## src/nvac_pkg.sv

```systemverilog
package nvac_pkg;
  // register indices on the io port
  localparam logic [1:0] NVAC_REG_ADDR_LOWER = 2'h0;
  localparam logic [1:0] NVAC_REG_ADDR_UPPER = 2'h1;
  localparam logic [1:0] NVAC_REG_BUFFER = 2'h2;
  localparam logic [1:0] NVAC_REG_CONTROL = 2'h3;
  // control register fields
  localparam int NVAC_BIT_READ = 0;
  localparam int NVAC_BIT_START = 1;
  localparam int NVAC_BIT_ARM = 2;
  localparam int NVAC_BIT_RDY_EN = 3;
  localparam int NVAC_BIT_MODE_LO = 4;
  localparam int NVAC_BIT_MODE_HI = 5;
  // mode encodings
  localparam logic [1:0] NVAC_MODE_ATOMIC = 2'h0;
  localparam logic [1:0] NVAC_MODE_ERASE = 2'h1;
  localparam logic [1:0] NVAC_MODE_WRITE = 2'h2;
  localparam logic [1:0] NVAC_MODE_RSVD = 2'h3;
  // reset values
  localparam logic [7:0] NVAC_BUFFER_RST = 8'h00;
  localparam logic [1:0] NVAC_MODE_RST = 2'h0;
  // timing
  localparam int NVAC_ARM_CYCLES = 4;
  localparam int NVAC_READ_STALL = 4;
  localparam int NVAC_PROG_STALL = 2;
  localparam int NVAC_ATOMIC_US = 3400;
  localparam int NVAC_SPLIT_US = 1800;
  localparam int NVAC_OSC_KHZ = 8000;
  localparam int NVAC_ATOMIC_TICKS = NVAC_ATOMIC_US * NVAC_OSC_KHZ / 1000;
  localparam int NVAC_SPLIT_TICKS = NVAC_SPLIT_US * NVAC_OSC_KHZ / 1000;
  localparam int NVAC_TIMER_W = 16;
  localparam int NVAC_ADDR_W = 9;
  typedef enum logic [2:0] {
    NVAC_IDLE = 3'b001,
    NVAC_ERASE = 3'b010,
    NVAC_WRITE = 3'b100
  } nvac_state_t;
endpackage : nvac_pkg

```

## src/nvac_prog_timer.sv

```systemverilog
`timescale 1ns/100ps
// counts calibrated oscillator ticks, runs on mclk
module nvac_prog_timer
  import nvac_pkg::*;
#(
  parameter int W = NVAC_TIMER_W
) (
  input wire logic mclk,
  input wire logic nrst,
  input wire logic osc_tick,
  input wire logic load,
  input wire logic [W-1:0] count,
  output logic done
);
  logic [W-1:0] cnt_r;
  logic run_r;

  always_ff @(posedge mclk or negedge nrst) begin
    if (!nrst) begin
      cnt_r <= '0;
      run_r <= 1'b0;
    end else if (load) begin
      cnt_r <= count;
      run_r <= 1'b1;
    end else if (run_r) begin
      if (osc_tick) begin
        if (cnt_r <= W'(1))
          run_r <= 1'b0;
        cnt_r <= cnt_r - W'(1);
      end
    end else begin
      // unknown run flag at power-up falls to idle
      run_r <= 1'b0;
    end
  end

  assign done = run_r && osc_tick && (cnt_r <= W'(1));
endmodule : nvac_prog_timer

```

## src/nvac_ctrl.sv

```systemverilog
`timescale 1ns/100ps
// Notes on behaviour
// - a read trigger stalls the cpu four clock cycles
// - a program start stalls the cpu two clock cycles
// - mode 00 armed start does erase then write of addressed byte
// - start bit stays set until the whole operation ends
// - while programming, no other operation is accepted
// - mode 01 armed start erases only, start held until done
// - mode 10 armed start writes only, start held until done
// - durations timed by calibrated oscillator ticks
// - reset does not abort a running program operation
// - nine bit address over two registers, upper 7:1 read zero
// - arm bit self clears four cycles after set
// - mode writes ignored while busy, 11 reserved, reset clears only while idle
// - read gives data at once, blocked with address during write
// - 3.4ms atomic, 1.8ms erase or write only
module nvac_ctrl
  import nvac_pkg::*;
#(
  parameter int ATOMIC_TICKS = NVAC_ATOMIC_TICKS,
  parameter int SPLIT_TICKS = NVAC_SPLIT_TICKS
) (
  input wire logic mclk,
  input wire logic nrst,
  input wire logic osc_tick,
  input wire logic io_wr,
  input wire logic io_rd,
  input wire logic [1:0] io_addr,
  input wire logic [7:0] io_wdata,
  output logic [7:0] io_rdata,
  output logic cpu_stall,
  output logic ready_event,
  output logic [NVAC_ADDR_W-1:0] nv_index,
  output logic [7:0] nv_wdata,
  output logic nv_erase,
  output logic nv_write,
  input wire logic [7:0] nv_rdata
);
  logic [NVAC_ADDR_W-1:0] index_r, index_nxt;
  logic [7:0] buf_r, rdata_r;
  logic [1:0] mode_r;
  logic arm_r, busy_r, rdy_en_r, rdy_r, stall_r, erase_r, write_r;
  logic [2:0] arm_cnt_r, stall_cnt_r;
  nvac_state_t state_r;
  logic wr_ctl, go, rd_go, done;
  logic [NVAC_TIMER_W-1:0] ticks;
  // reset of cpu side only; programming engine keeps running
  logic hold_rst;

  assign wr_ctl = io_wr && io_addr == NVAC_REG_CONTROL;
  assign go = wr_ctl && io_wdata[NVAC_BIT_START] && arm_r && !busy_r
    && mode_r != NVAC_MODE_RSVD;
  assign rd_go = wr_ctl && io_wdata[NVAC_BIT_READ] && !busy_r;
  assign ticks = (mode_r == NVAC_MODE_ATOMIC)
    ? NVAC_TIMER_W'(ATOMIC_TICKS) : NVAC_TIMER_W'(SPLIT_TICKS);
  assign hold_rst = 1'b1;

  nvac_prog_timer #(.W(NVAC_TIMER_W)) u_timer (
    .mclk(mclk),
    .nrst(hold_rst),
    .osc_tick(osc_tick),
    .load(go),
    .count(ticks),
    .done(done)
  );

  ////////////////////////////////////////////////////////////////////////
  // programming engine, not reset so an operation completes
  // unknown state at power-up falls to idle through the default branch
  always_ff @(posedge mclk) begin
    case (state_r)
      NVAC_IDLE: begin
        // array index follows the address register while idle
        nv_index <= index_nxt;
        if (go) begin
          busy_r <= 1'b1;
          nv_wdata <= buf_r;
          if (mode_r == NVAC_MODE_WRITE)
            state_r <= NVAC_WRITE;
          else
            state_r <= NVAC_ERASE;
        end else begin
          busy_r <= 1'b0;
        end
      end
      NVAC_ERASE, NVAC_WRITE: begin
        if (done) begin
          busy_r <= 1'b0;
          state_r <= NVAC_IDLE;
        end
      end
      default: begin
        busy_r <= 1'b0;
        state_r <= NVAC_IDLE;
      end
    endcase
  end

  // erase/write strobes to array, not reset so a cut operation still ends
  always_ff @(posedge mclk) begin
    erase_r <= go && mode_r != NVAC_MODE_WRITE;
    write_r <= done && mode_r != NVAC_MODE_ERASE;
  end
  assign nv_erase = erase_r;
  assign nv_write = write_r;

  ////////////////////////////////////////////////////////////////////////
  // software registers
  always_comb begin
    index_nxt = index_r;
    if (io_wr && !busy_r && io_addr == NVAC_REG_ADDR_LOWER)
      index_nxt[7:0] = io_wdata;
    if (io_wr && !busy_r && io_addr == NVAC_REG_ADDR_UPPER)
      index_nxt[8] = io_wdata[0];
  end

  always_ff @(posedge mclk) begin
    index_r <= index_nxt;
  end

  always_ff @(posedge mclk or negedge nrst) begin
    if (!nrst)
      buf_r <= NVAC_BUFFER_RST;
    else if (rd_go)
      buf_r <= nv_rdata;
    else if (io_wr && io_addr == NVAC_REG_BUFFER)
      buf_r <= io_wdata;
  end

  // mode survives a reset that lands while programming
  always_ff @(posedge mclk) begin
    if (!nrst) begin
      if (!busy_r)
        mode_r <= NVAC_MODE_RST;
    end else if (wr_ctl && !busy_r) begin
      mode_r <= io_wdata[NVAC_BIT_MODE_HI:NVAC_BIT_MODE_LO];
    end
  end

  always_ff @(posedge mclk or negedge nrst) begin
    if (!nrst)
      rdy_en_r <= 1'b0;
    else if (wr_ctl)
      rdy_en_r <= io_wdata[NVAC_BIT_RDY_EN];
  end

  always_ff @(posedge mclk or negedge nrst) begin
    if (!nrst) begin
      arm_r <= 1'b0;
      arm_cnt_r <= 3'h0;
    end else if (wr_ctl && io_wdata[NVAC_BIT_ARM]) begin
      arm_r <= 1'b1;
      arm_cnt_r <= 3'(NVAC_ARM_CYCLES);
    end else if (arm_r) begin
      arm_cnt_r <= arm_cnt_r - 3'h1;
      if (arm_cnt_r == 3'h1 || go)
        arm_r <= 1'b0;
    end
  end

  always_ff @(posedge mclk or negedge nrst) begin
    if (!nrst) begin
      stall_cnt_r <= 3'h0;
      stall_r <= 1'b0;
    end else if (rd_go) begin
      stall_cnt_r <= 3'(NVAC_READ_STALL - 1);
      stall_r <= 1'b1;
    end else if (go) begin
      stall_cnt_r <= 3'(NVAC_PROG_STALL - 1);
      stall_r <= 1'b1;
    end else if (stall_cnt_r != 3'h0) begin
      stall_cnt_r <= stall_cnt_r - 3'h1;
    end else begin
      stall_r <= 1'b0;
    end
  end
  assign cpu_stall = stall_r;

  always_ff @(posedge mclk or negedge nrst) begin
    if (!nrst)
      rdy_r <= 1'b0;
    else
      rdy_r <= rdy_en_r && !busy_r && !go;
  end
  assign ready_event = rdy_r;

  always_ff @(posedge mclk or negedge nrst) begin
    if (!nrst)
      rdata_r <= 8'h00;
    else if (io_rd)
      case (io_addr)
        NVAC_REG_ADDR_LOWER: rdata_r <= index_r[7:0];
        NVAC_REG_ADDR_UPPER: rdata_r <= {7'h00, index_r[8]};
        NVAC_REG_BUFFER: rdata_r <= buf_r;
        NVAC_REG_CONTROL: rdata_r <= {2'h0, mode_r, rdy_en_r, arm_r,
          busy_r, 1'b0};
        default: rdata_r <= 8'h00;
      endcase
  end
  assign io_rdata = rdata_r;

  ////////////////////////////////////////////////////////////////////////
  chk_stall_after_read: assert property (@(posedge mclk) disable iff (!nrst)
    rd_go |=> cpu_stall [*4] ##1 !cpu_stall)
    else $error("read stall not four cycles");
  chk_stall_after_prog: assert property (@(posedge mclk) disable iff (!nrst)
    go |=> cpu_stall [*2] ##1 !cpu_stall)
    else $error("program stall not two cycles");
  chk_start_busy: assert property (@(posedge mclk) disable iff (!nrst)
    go |=> busy_r)
    else $error("busy not set after start");
  chk_no_go_busy: assert property (@(posedge mclk) disable iff (!nrst)
    busy_r |-> !go && !rd_go && (!$past(busy_r) || !nv_erase
    && $stable(nv_index)))
    else $error("operation accepted while busy");
  chk_arm_clear: assert property (@(posedge mclk) disable iff (!nrst)
    (wr_ctl && io_wdata[NVAC_BIT_ARM]) ##1 !wr_ctl [*4] |=> !arm_r)
    else $error("arm not cleared after four cycles");
  chk_mode_hold: assert property (@(posedge mclk) disable iff (!nrst)
    busy_r && !done |=> $stable(mode_r))
    else $error("mode changed while busy");
  chk_read_data: assert property (@(posedge mclk) disable iff (!nrst)
    rd_go |=> buf_r == $past(nv_rdata))
    else $error("read data not loaded");
  chk_erase_only: assert property (@(posedge mclk) disable iff (!nrst)
    go && mode_r == NVAC_MODE_ERASE |=> nv_erase)
    else $error("erase not issued");
  chk_addr_upper: assert property (@(posedge mclk) disable iff (!nrst)
    io_rdata[7:1] == 7'h00 || $past(io_addr) != NVAC_REG_ADDR_UPPER
    || !$past(io_rd))
    else $error("upper address reserved bits nonzero");
  cov_read: cover property (@(posedge mclk) rd_go);
  cov_atomic: cover property (@(posedge mclk)
    go && mode_r == NVAC_MODE_ATOMIC);
  cov_write_only: cover property (@(posedge mclk)
    done && mode_r == NVAC_MODE_WRITE);
  cov_erase_only: cover property (@(posedge mclk)
    go && mode_r == NVAC_MODE_ERASE);
endmodule : nvac_ctrl

```

## config.mk

```make
export PLATFORM = sky130hd
export DESIGN_NAME = nvac_ctrl
export DESIGN_NICKNAME = d
export VERILOG_FILES = /design/src/nvac_pkg.sv /design/src/nvac_prog_timer.sv /design/src/nvac_ctrl.sv
export SDC_FILE = /design/constraint.sdc
export NUM_CORES = 1
export LEC_CHECK = 0
export BUFFER_PORTS_ARGS = -buffer_cell sky130_fd_sc_hd__clkbuf_2
export CAP_MARGIN = 10
export CELL_PAD_IN_SITES_DETAIL_PLACEMENT = 1
export CELL_PAD_IN_SITES_GLOBAL_PLACEMENT = 1
export CORE_MARGIN = 3
export CORE_UTILIZATION = 45
export DETAILED_ROUTE_END_ITERATION = 7
export PLACE_DENSITY_LB_ADDON = 0.2
export SETUP_SLACK_MARGIN = 0.2
export SLEW_MARGIN = 20
export SYNTH_ARGS = -nofsm -noshare
export SYNTH_HDL_FRONTEND = slang
export SYNTH_SLANG_ARGS = --single-unit
```

## constraint.sdc

```tcl
create_clock -name mclk -period 2.4 [get_ports mclk]
set_input_delay 0.36 -clock mclk [delete_from_list [all_inputs] [get_ports mclk]]
set_output_delay 0.36 -clock mclk [all_outputs]
set_load 0.05 [all_outputs]
```

[After elaboration in Yosys (flattened, before gate mapping)]
Index checks and enable logic that the tools add are counted.
Widths: inputs -> output; s select.
Word-level totals
  bits in registers: 77
  memory bits (writable): 0
  bits in latches: 0
  memories: 0
  input port bits: 23
  memory bits (read-only): 0
Operators by class
  divide/modulo/power cells: 0
  $lt $le $gt $ge: 1
  reductions and logical operators: 35
  $mul: 0
  shift operators: 0
  bitwise operators: 0
  multiplexer cells: 33
  equal/unequal tests: 16
  add/subtract/negate cells: 3
Operator list (number)
  $mux 16: 3
  $pmux 8 s4: 1
  $mux 3: 8
  $mux 8: 3
  $logic_and 1x1->1: 19
  $le 16x1->1 const B: 1
  $sub 16x1->16 const B: 1
  $mux 15: 1
  $mux 1: 12
  $ne 2x2->1 const B: 5
  $reduce_and 2->1: 4
  $reduce_bool 2->1: 4
  $eq 2x2->1 const B: 3
  $eq 3x1->1 const B: 2
  $mux 2: 3
  $pmux 3 s2: 1
  $reduce_bool 3->1: 2
  $sub 3x1->3 const B: 2
  $logic_not 2->1: 2
  $ne 2x1->1 const B: 2
  $eq 3x2->1 const B: 1
  $eq 3x3->1 const B: 1
  $ne 3x3->1 const B: 1
  $eq 2x1->1 const B: 1
  4 further kinds: 5

[Logic depth before layout (Yosys ltp)]
  depth in word-level cells: 10
  gate-level depth with buffers: 6
  depth with buffers taken out: 6

[Hierarchy]
Synthesis repeated with hierarchy kept, for this count alone.
Second synthesis, totals
  cells, all modules: 304
  area total of the unflattened synthesis: 3505.9 um^2
By module, submodules not included
  nvac_ctrl: cells each 199, sequential area each 1561.5 um^2, area an instance 2509.9 um^2, times used 1
  nvac_prog_timer: cells each 105, sequential area each 425.4 um^2, area an instance 996.0 um^2, times used 1

[Least setup slack after synthesis]
No wires, ideal clock.
  kind: register to register
  start: reg arm_r
  end: reg nv_wdata[0], enable pin
  data arrival time: 1.774 ns
  setup slack: 0.256 ns
  data required time: 2.030 ns
  stages on the path, launching flop included: 6
  setup time: 0.370 ns
  cell sequence: dfrtp_1 clkbuf_1 nand2_1 or4b_1 clkbuf_1 nor2_1
On the way
  longest elaborated chain between the ends: 4
Ends and longest elaborated chain
  start: declaration: line nvac_ctrl.sv:42  | logic arm_r, busy_r, rdy_en_r, rdy_r, stall_r, erase_r, write_r;
  start signal: assignment: line nvac_ctrl.sv:149  | arm_r <= 1'b0;
  start signal: assignment: line nvac_ctrl.sv:152  | arm_r <= 1'b1;
  start signal: assignment: line nvac_ctrl.sv:157  | arm_r <= 1'b0;
  $logic_and 1x1->1 (2 in a row): line nvac_ctrl.sv:51  | assign go = wr_ctl && io_wdata[NVAC_BIT_START] && arm_r && !busy_r
  $logic_and 1x1->1: line nvac_ctrl.sv:52  | && mode_r != NVAC_MODE_RSVD;
  $reduce_and 2->1 (no source line)
  end signal: assignment: line nvac_ctrl.sv:77  | nv_wdata <= buf_r;
  end: declaration: line nvac_ctrl.sv:34  | output logic [7:0] nv_wdata,
Every way passes these cells.
A chain may end at the register's enable or synchronous reset.

[Final worst setup path]
  start: reg u_timer.cnt_r[9]
  end: reg u_timer.cnt_r[15], data pin
On the way
  longest elaborated chain between the ends: 4
Ends and longest elaborated chain
  start: declaration: line nvac_prog_timer.sv:15  | logic [W-1:0] cnt_r;
  start signal: assignment: line nvac_prog_timer.sv:23  | cnt_r <= count;
  start signal: assignment: line nvac_prog_timer.sv:29  | cnt_r <= cnt_r - W'(1);
  $sub 16x1->16: line nvac_prog_timer.sv:29
  $mux 16: line nvac_prog_timer.sv:26  | if (osc_tick) begin
  $mux 16: line nvac_prog_timer.sv:25  | end else if (run_r) begin
  $mux 16: line nvac_prog_timer.sv:22  | end else if (load) begin
Every way passes these cells. The select of a mux whose other input is x is not followed.

==> out/results.ini <==
[run_status]
outcome=finished clean

[synth]
ys_seq_area_share_pct=61.3
synth_area_um2=3360
syn_inst=280
syn_nets=309
netlist_top_cells_count=39 x edfxtp_1, 34 x nor2_1, 26 x dfrtp_1, 16 x a21oi_1, 15 x mux2_2
synth_edf_count=39
yosysMostFrequentCell=edfxtp_1
synth_top_area_share_pct=34.8
yosys_register_bits=77
synth_area_leader_cell=edfxtp_1
synth_ff_type=edfxtp_1
syn_area_per_cell_um2=12.0
synthArstFlopShare_pct=33.8
synth.area.top_cells=edfxtp_1 35%, dfrtp_1 19%, dfxtp_1 7.1%
yosysWarnings=0
synth_cell_type_count=41

[placed_design]
hpwl_um=5700
placed_area_um2=3800
portBuffers=51
place.gp.congestion=0.797

[die]
core.rowCount=30
die_h_um=92.5
initial_core_util_pct=47.9
die_area_um2=8550
core_um2=7020
die_x_um=92.5
ios=52

[clock_network]
clk_pin_slew_ns=0.08
cts_num_sinks=77
cts_made_buffers=9
clock-root-buffer=clkbuf_8
cts_tree=yes
insertion_delay_ns=0.35
cts_buffer_depth=2
h-tree-depth=3
post_cts_buffers=0

[grt]
groute.usage.overall_pct=19.4
grt_antenna_before_repair=0
grt_pass1_vias=2534
overflow=0
grt_start_max_net_pins=19
grt_first_pass_wirelength_um=12700

[routing]
post_drt_wl_per_cell_um=17.2
via_per_inst=5.35
drc=0
vias=2385
firstDrtPassIters=4
drt_iter0_drc=87
ant_nets=0
drt_wl_total_um=7670

[cells_and_area]
drive_above_1_share_pct=28.6
nFillCells=783
design_area_um2=4010
nNetsFinal=374
area_growth_pct=19.3
insertedDiodeCount=0

[power_and_ir_drop]
max-vdd-ir-drop_v=0.000649
p_seq_share_pct=47.3
pwr-share-comb_pct=31.6
powerDensity_nw_per_um2=1170
p_leak_nw=1.71
clkPwrFrac_pct=21.1
power.switching_w=0.00176
intPower_w=0.00294
p_sw_share_pct=37.5

[sta]
rsz0062_at_grt=no
worst_clock_skew_ns=0.00880
maxSlewViolCount=0
min_period_ns=2.05
fin_setup_tns_ns=0
hold_violations=0
finalSetupViolCount=0
relSlewSlack_pct=61.5
worst_slew_pin_slew_ns=0.576
clock.fmax_mhz=487
final.period_utilization_pct=85.5

[job]
maxCapViolCount=0

[critical_path]
r2r_cells=4
crit_required_ns=2.61
arrival_ns=2.26
worstPathCellList=or4_4 -> or4_1 -> or3_1 -> a21oi_1
timing.rr.start=u_timer.cnt_r[9]$_DFFE_PP_
path_class=flip-flop to flip-flop
worst_path_max_delay_cell=or4_4
crit_fanout=4
r2r_end=u_timer.cnt_r[15]$_SDFFCE_PP0P_
worstSetupEndpointType=flip-flop
max_stage_delay_ns=0.55
rrSetupSlack_ns=0.35
startpoint_type=flip-flop

[min_path]
worst_hold_path.num_cells=3
min_path_type=primary input to flip-flop
hold_path_startpoint=nv_rdata[0]
min_to=buf_r[0]$_DFFE_PN0P_

==> state kept, by name, indices dropped and copies added (netlist names) <==
| register | cells |
|---|---|
| ready_event | 1 |
| arm_r | 1 |
| arm_cnt_r | 3 |
| index_r | 9 |
| nv_erase | 1 |
| nv_index | 9 |
| u_timer.cnt_r | 16 |
| stall_cnt_r | 3 |
| io_rdata | 8 |
| busy_r | 1 |
| buf_r | 8 |
| mode_r | 2 |
| cpu_stall | 1 |
| nv_wdata | 8 |
| nv_write | 1 |
| state_r | 3 |
| rdy_en_r | 1 |
| u_timer.run_r | 1 |
==> metrics by stage <==
step	worst slack (ns)	power (W)	util, %	hold WS, ns	std cells
final	0.347	0.00470	57.2	0.222	446
after global routing	0.210	0.00501	57.2	0.208	446
after CTS	0.241	0.00474	57.1	0.211	446
after detailed placement	0.253	0.00375	54.1	0.334	429
after global placement	0.335	0.00367	54.1	0.328	429
after floorplan	0.256	0.00330	-	0.0644	280
==> metal layers <==
metal,track usage (%),part of all wire [%],wire length [um]
met1,26.5,47,3630
met3,3.41,3.5,269
met4,8.66,1.9,146
met2,30.3,47,3620
met5,0,0,0
==> what timing repair did <==
item / CTS / global route
hold buffers: 1 / 0
setup endpoints to repair: 0 / 3
resized for setup: 0 / 2
endpoints found under the hold margin: 14 / 0
==> critical path, delay by kind of cell, from the launching register on <==
| family | cells | cell delay (ns) |
|---|---|---|
| AND/OR/NAND/NOR | 3 | 1.29 |
| flip-flops | 1 | 0.46 |
| AO/OA/AOI/OAI | 1 | 0.16 |
==> power groups by stage <==
stage	registers (W)	logic, W	clock network (W)
floorplan	0.00257	0.000733	0
global placement	0.00223	0.00144	0
detailed placement	0.00225	0.00149	0
CTS	0.00223	0.00150	0.00101
global route	0.00229	0.00165	0.00107
finish	0.00223	0.00149	0.000991
==> how the worst max path moves through the flow <==
stage / from / endpoint / slack (ns)
6_report: u_timer.cnt_r[9]$_DFFE_PP_ / u_timer.cnt_r[15]$_SDFFCE_PP0P_ / 0.35
3_5_place_dp: u_timer.cnt_r[2]$_SDFFCE_PP0P_ / state_r[2]$_SDFFCE_PP0P_ / 0.25
5_1_grt: arm_r$_DFF_PN0_ / u_timer.cnt_r[14]$_DFFE_PP_ / 0.21
3_3_place_gp: u_timer.cnt_r[3]$_SDFFCE_PP0P_ / state_r[2]$_SDFFCE_PP0P_ / 0.33
4_1_cts: u_timer.cnt_r[2]$_SDFFCE_PP0P_ / state_r[2]$_SDFFCE_PP0P_ / 0.24
2_1_floorplan: arm_r$_DFF_PN0_ / nv_wdata[0]$_DFFE_PP_ / 0.26
==> placed cells by master, fill, tap and decap left out, types with 12 or more instances in the layout <==
| cell type | synthesis | layout |
|---|---|---|
| clkbuf_2 | 0 | 51 |
| buf_4 | 0 | 12 |
| dfxtp_1 | 12 | 12 |
| mux2_2 | 15 | 15 |
| a21oi_1 | 16 | 15 |
| nand2_1 | 14 | 14 |
| edfxtp_1 | 39 | 39 |
| inv_1 | 14 | 14 |
| dfrtp_1 | 26 | 26 |
| nor2_1 | 34 | 34 |
==> layout make-up <==
class	count	area [um^2]	share of cell area, %
timing repair buffer	65	375	9.35
clock buffer	10	128	3.18
multi-input combinational	178	1210	30.0
tap	96	120	2.99
sequential	77	2060	51.4
clock inverter	6	70.1	1.75
inverter	14	52.6	1.31
==> kinds of logic after synthesis <==
logic type | count (synthesis) | synth area share, %
fa+ha+maj | 6 | 2.23
buf+inv | 25 | 3.12
simple gates | 86 | 13.4
xor+xnor | 12 | 3.12
compound gates | 54 | 10.3
flops | 77 | 61.3
mux | 20 | 6.51
Power figures use the tool's default switching activity.
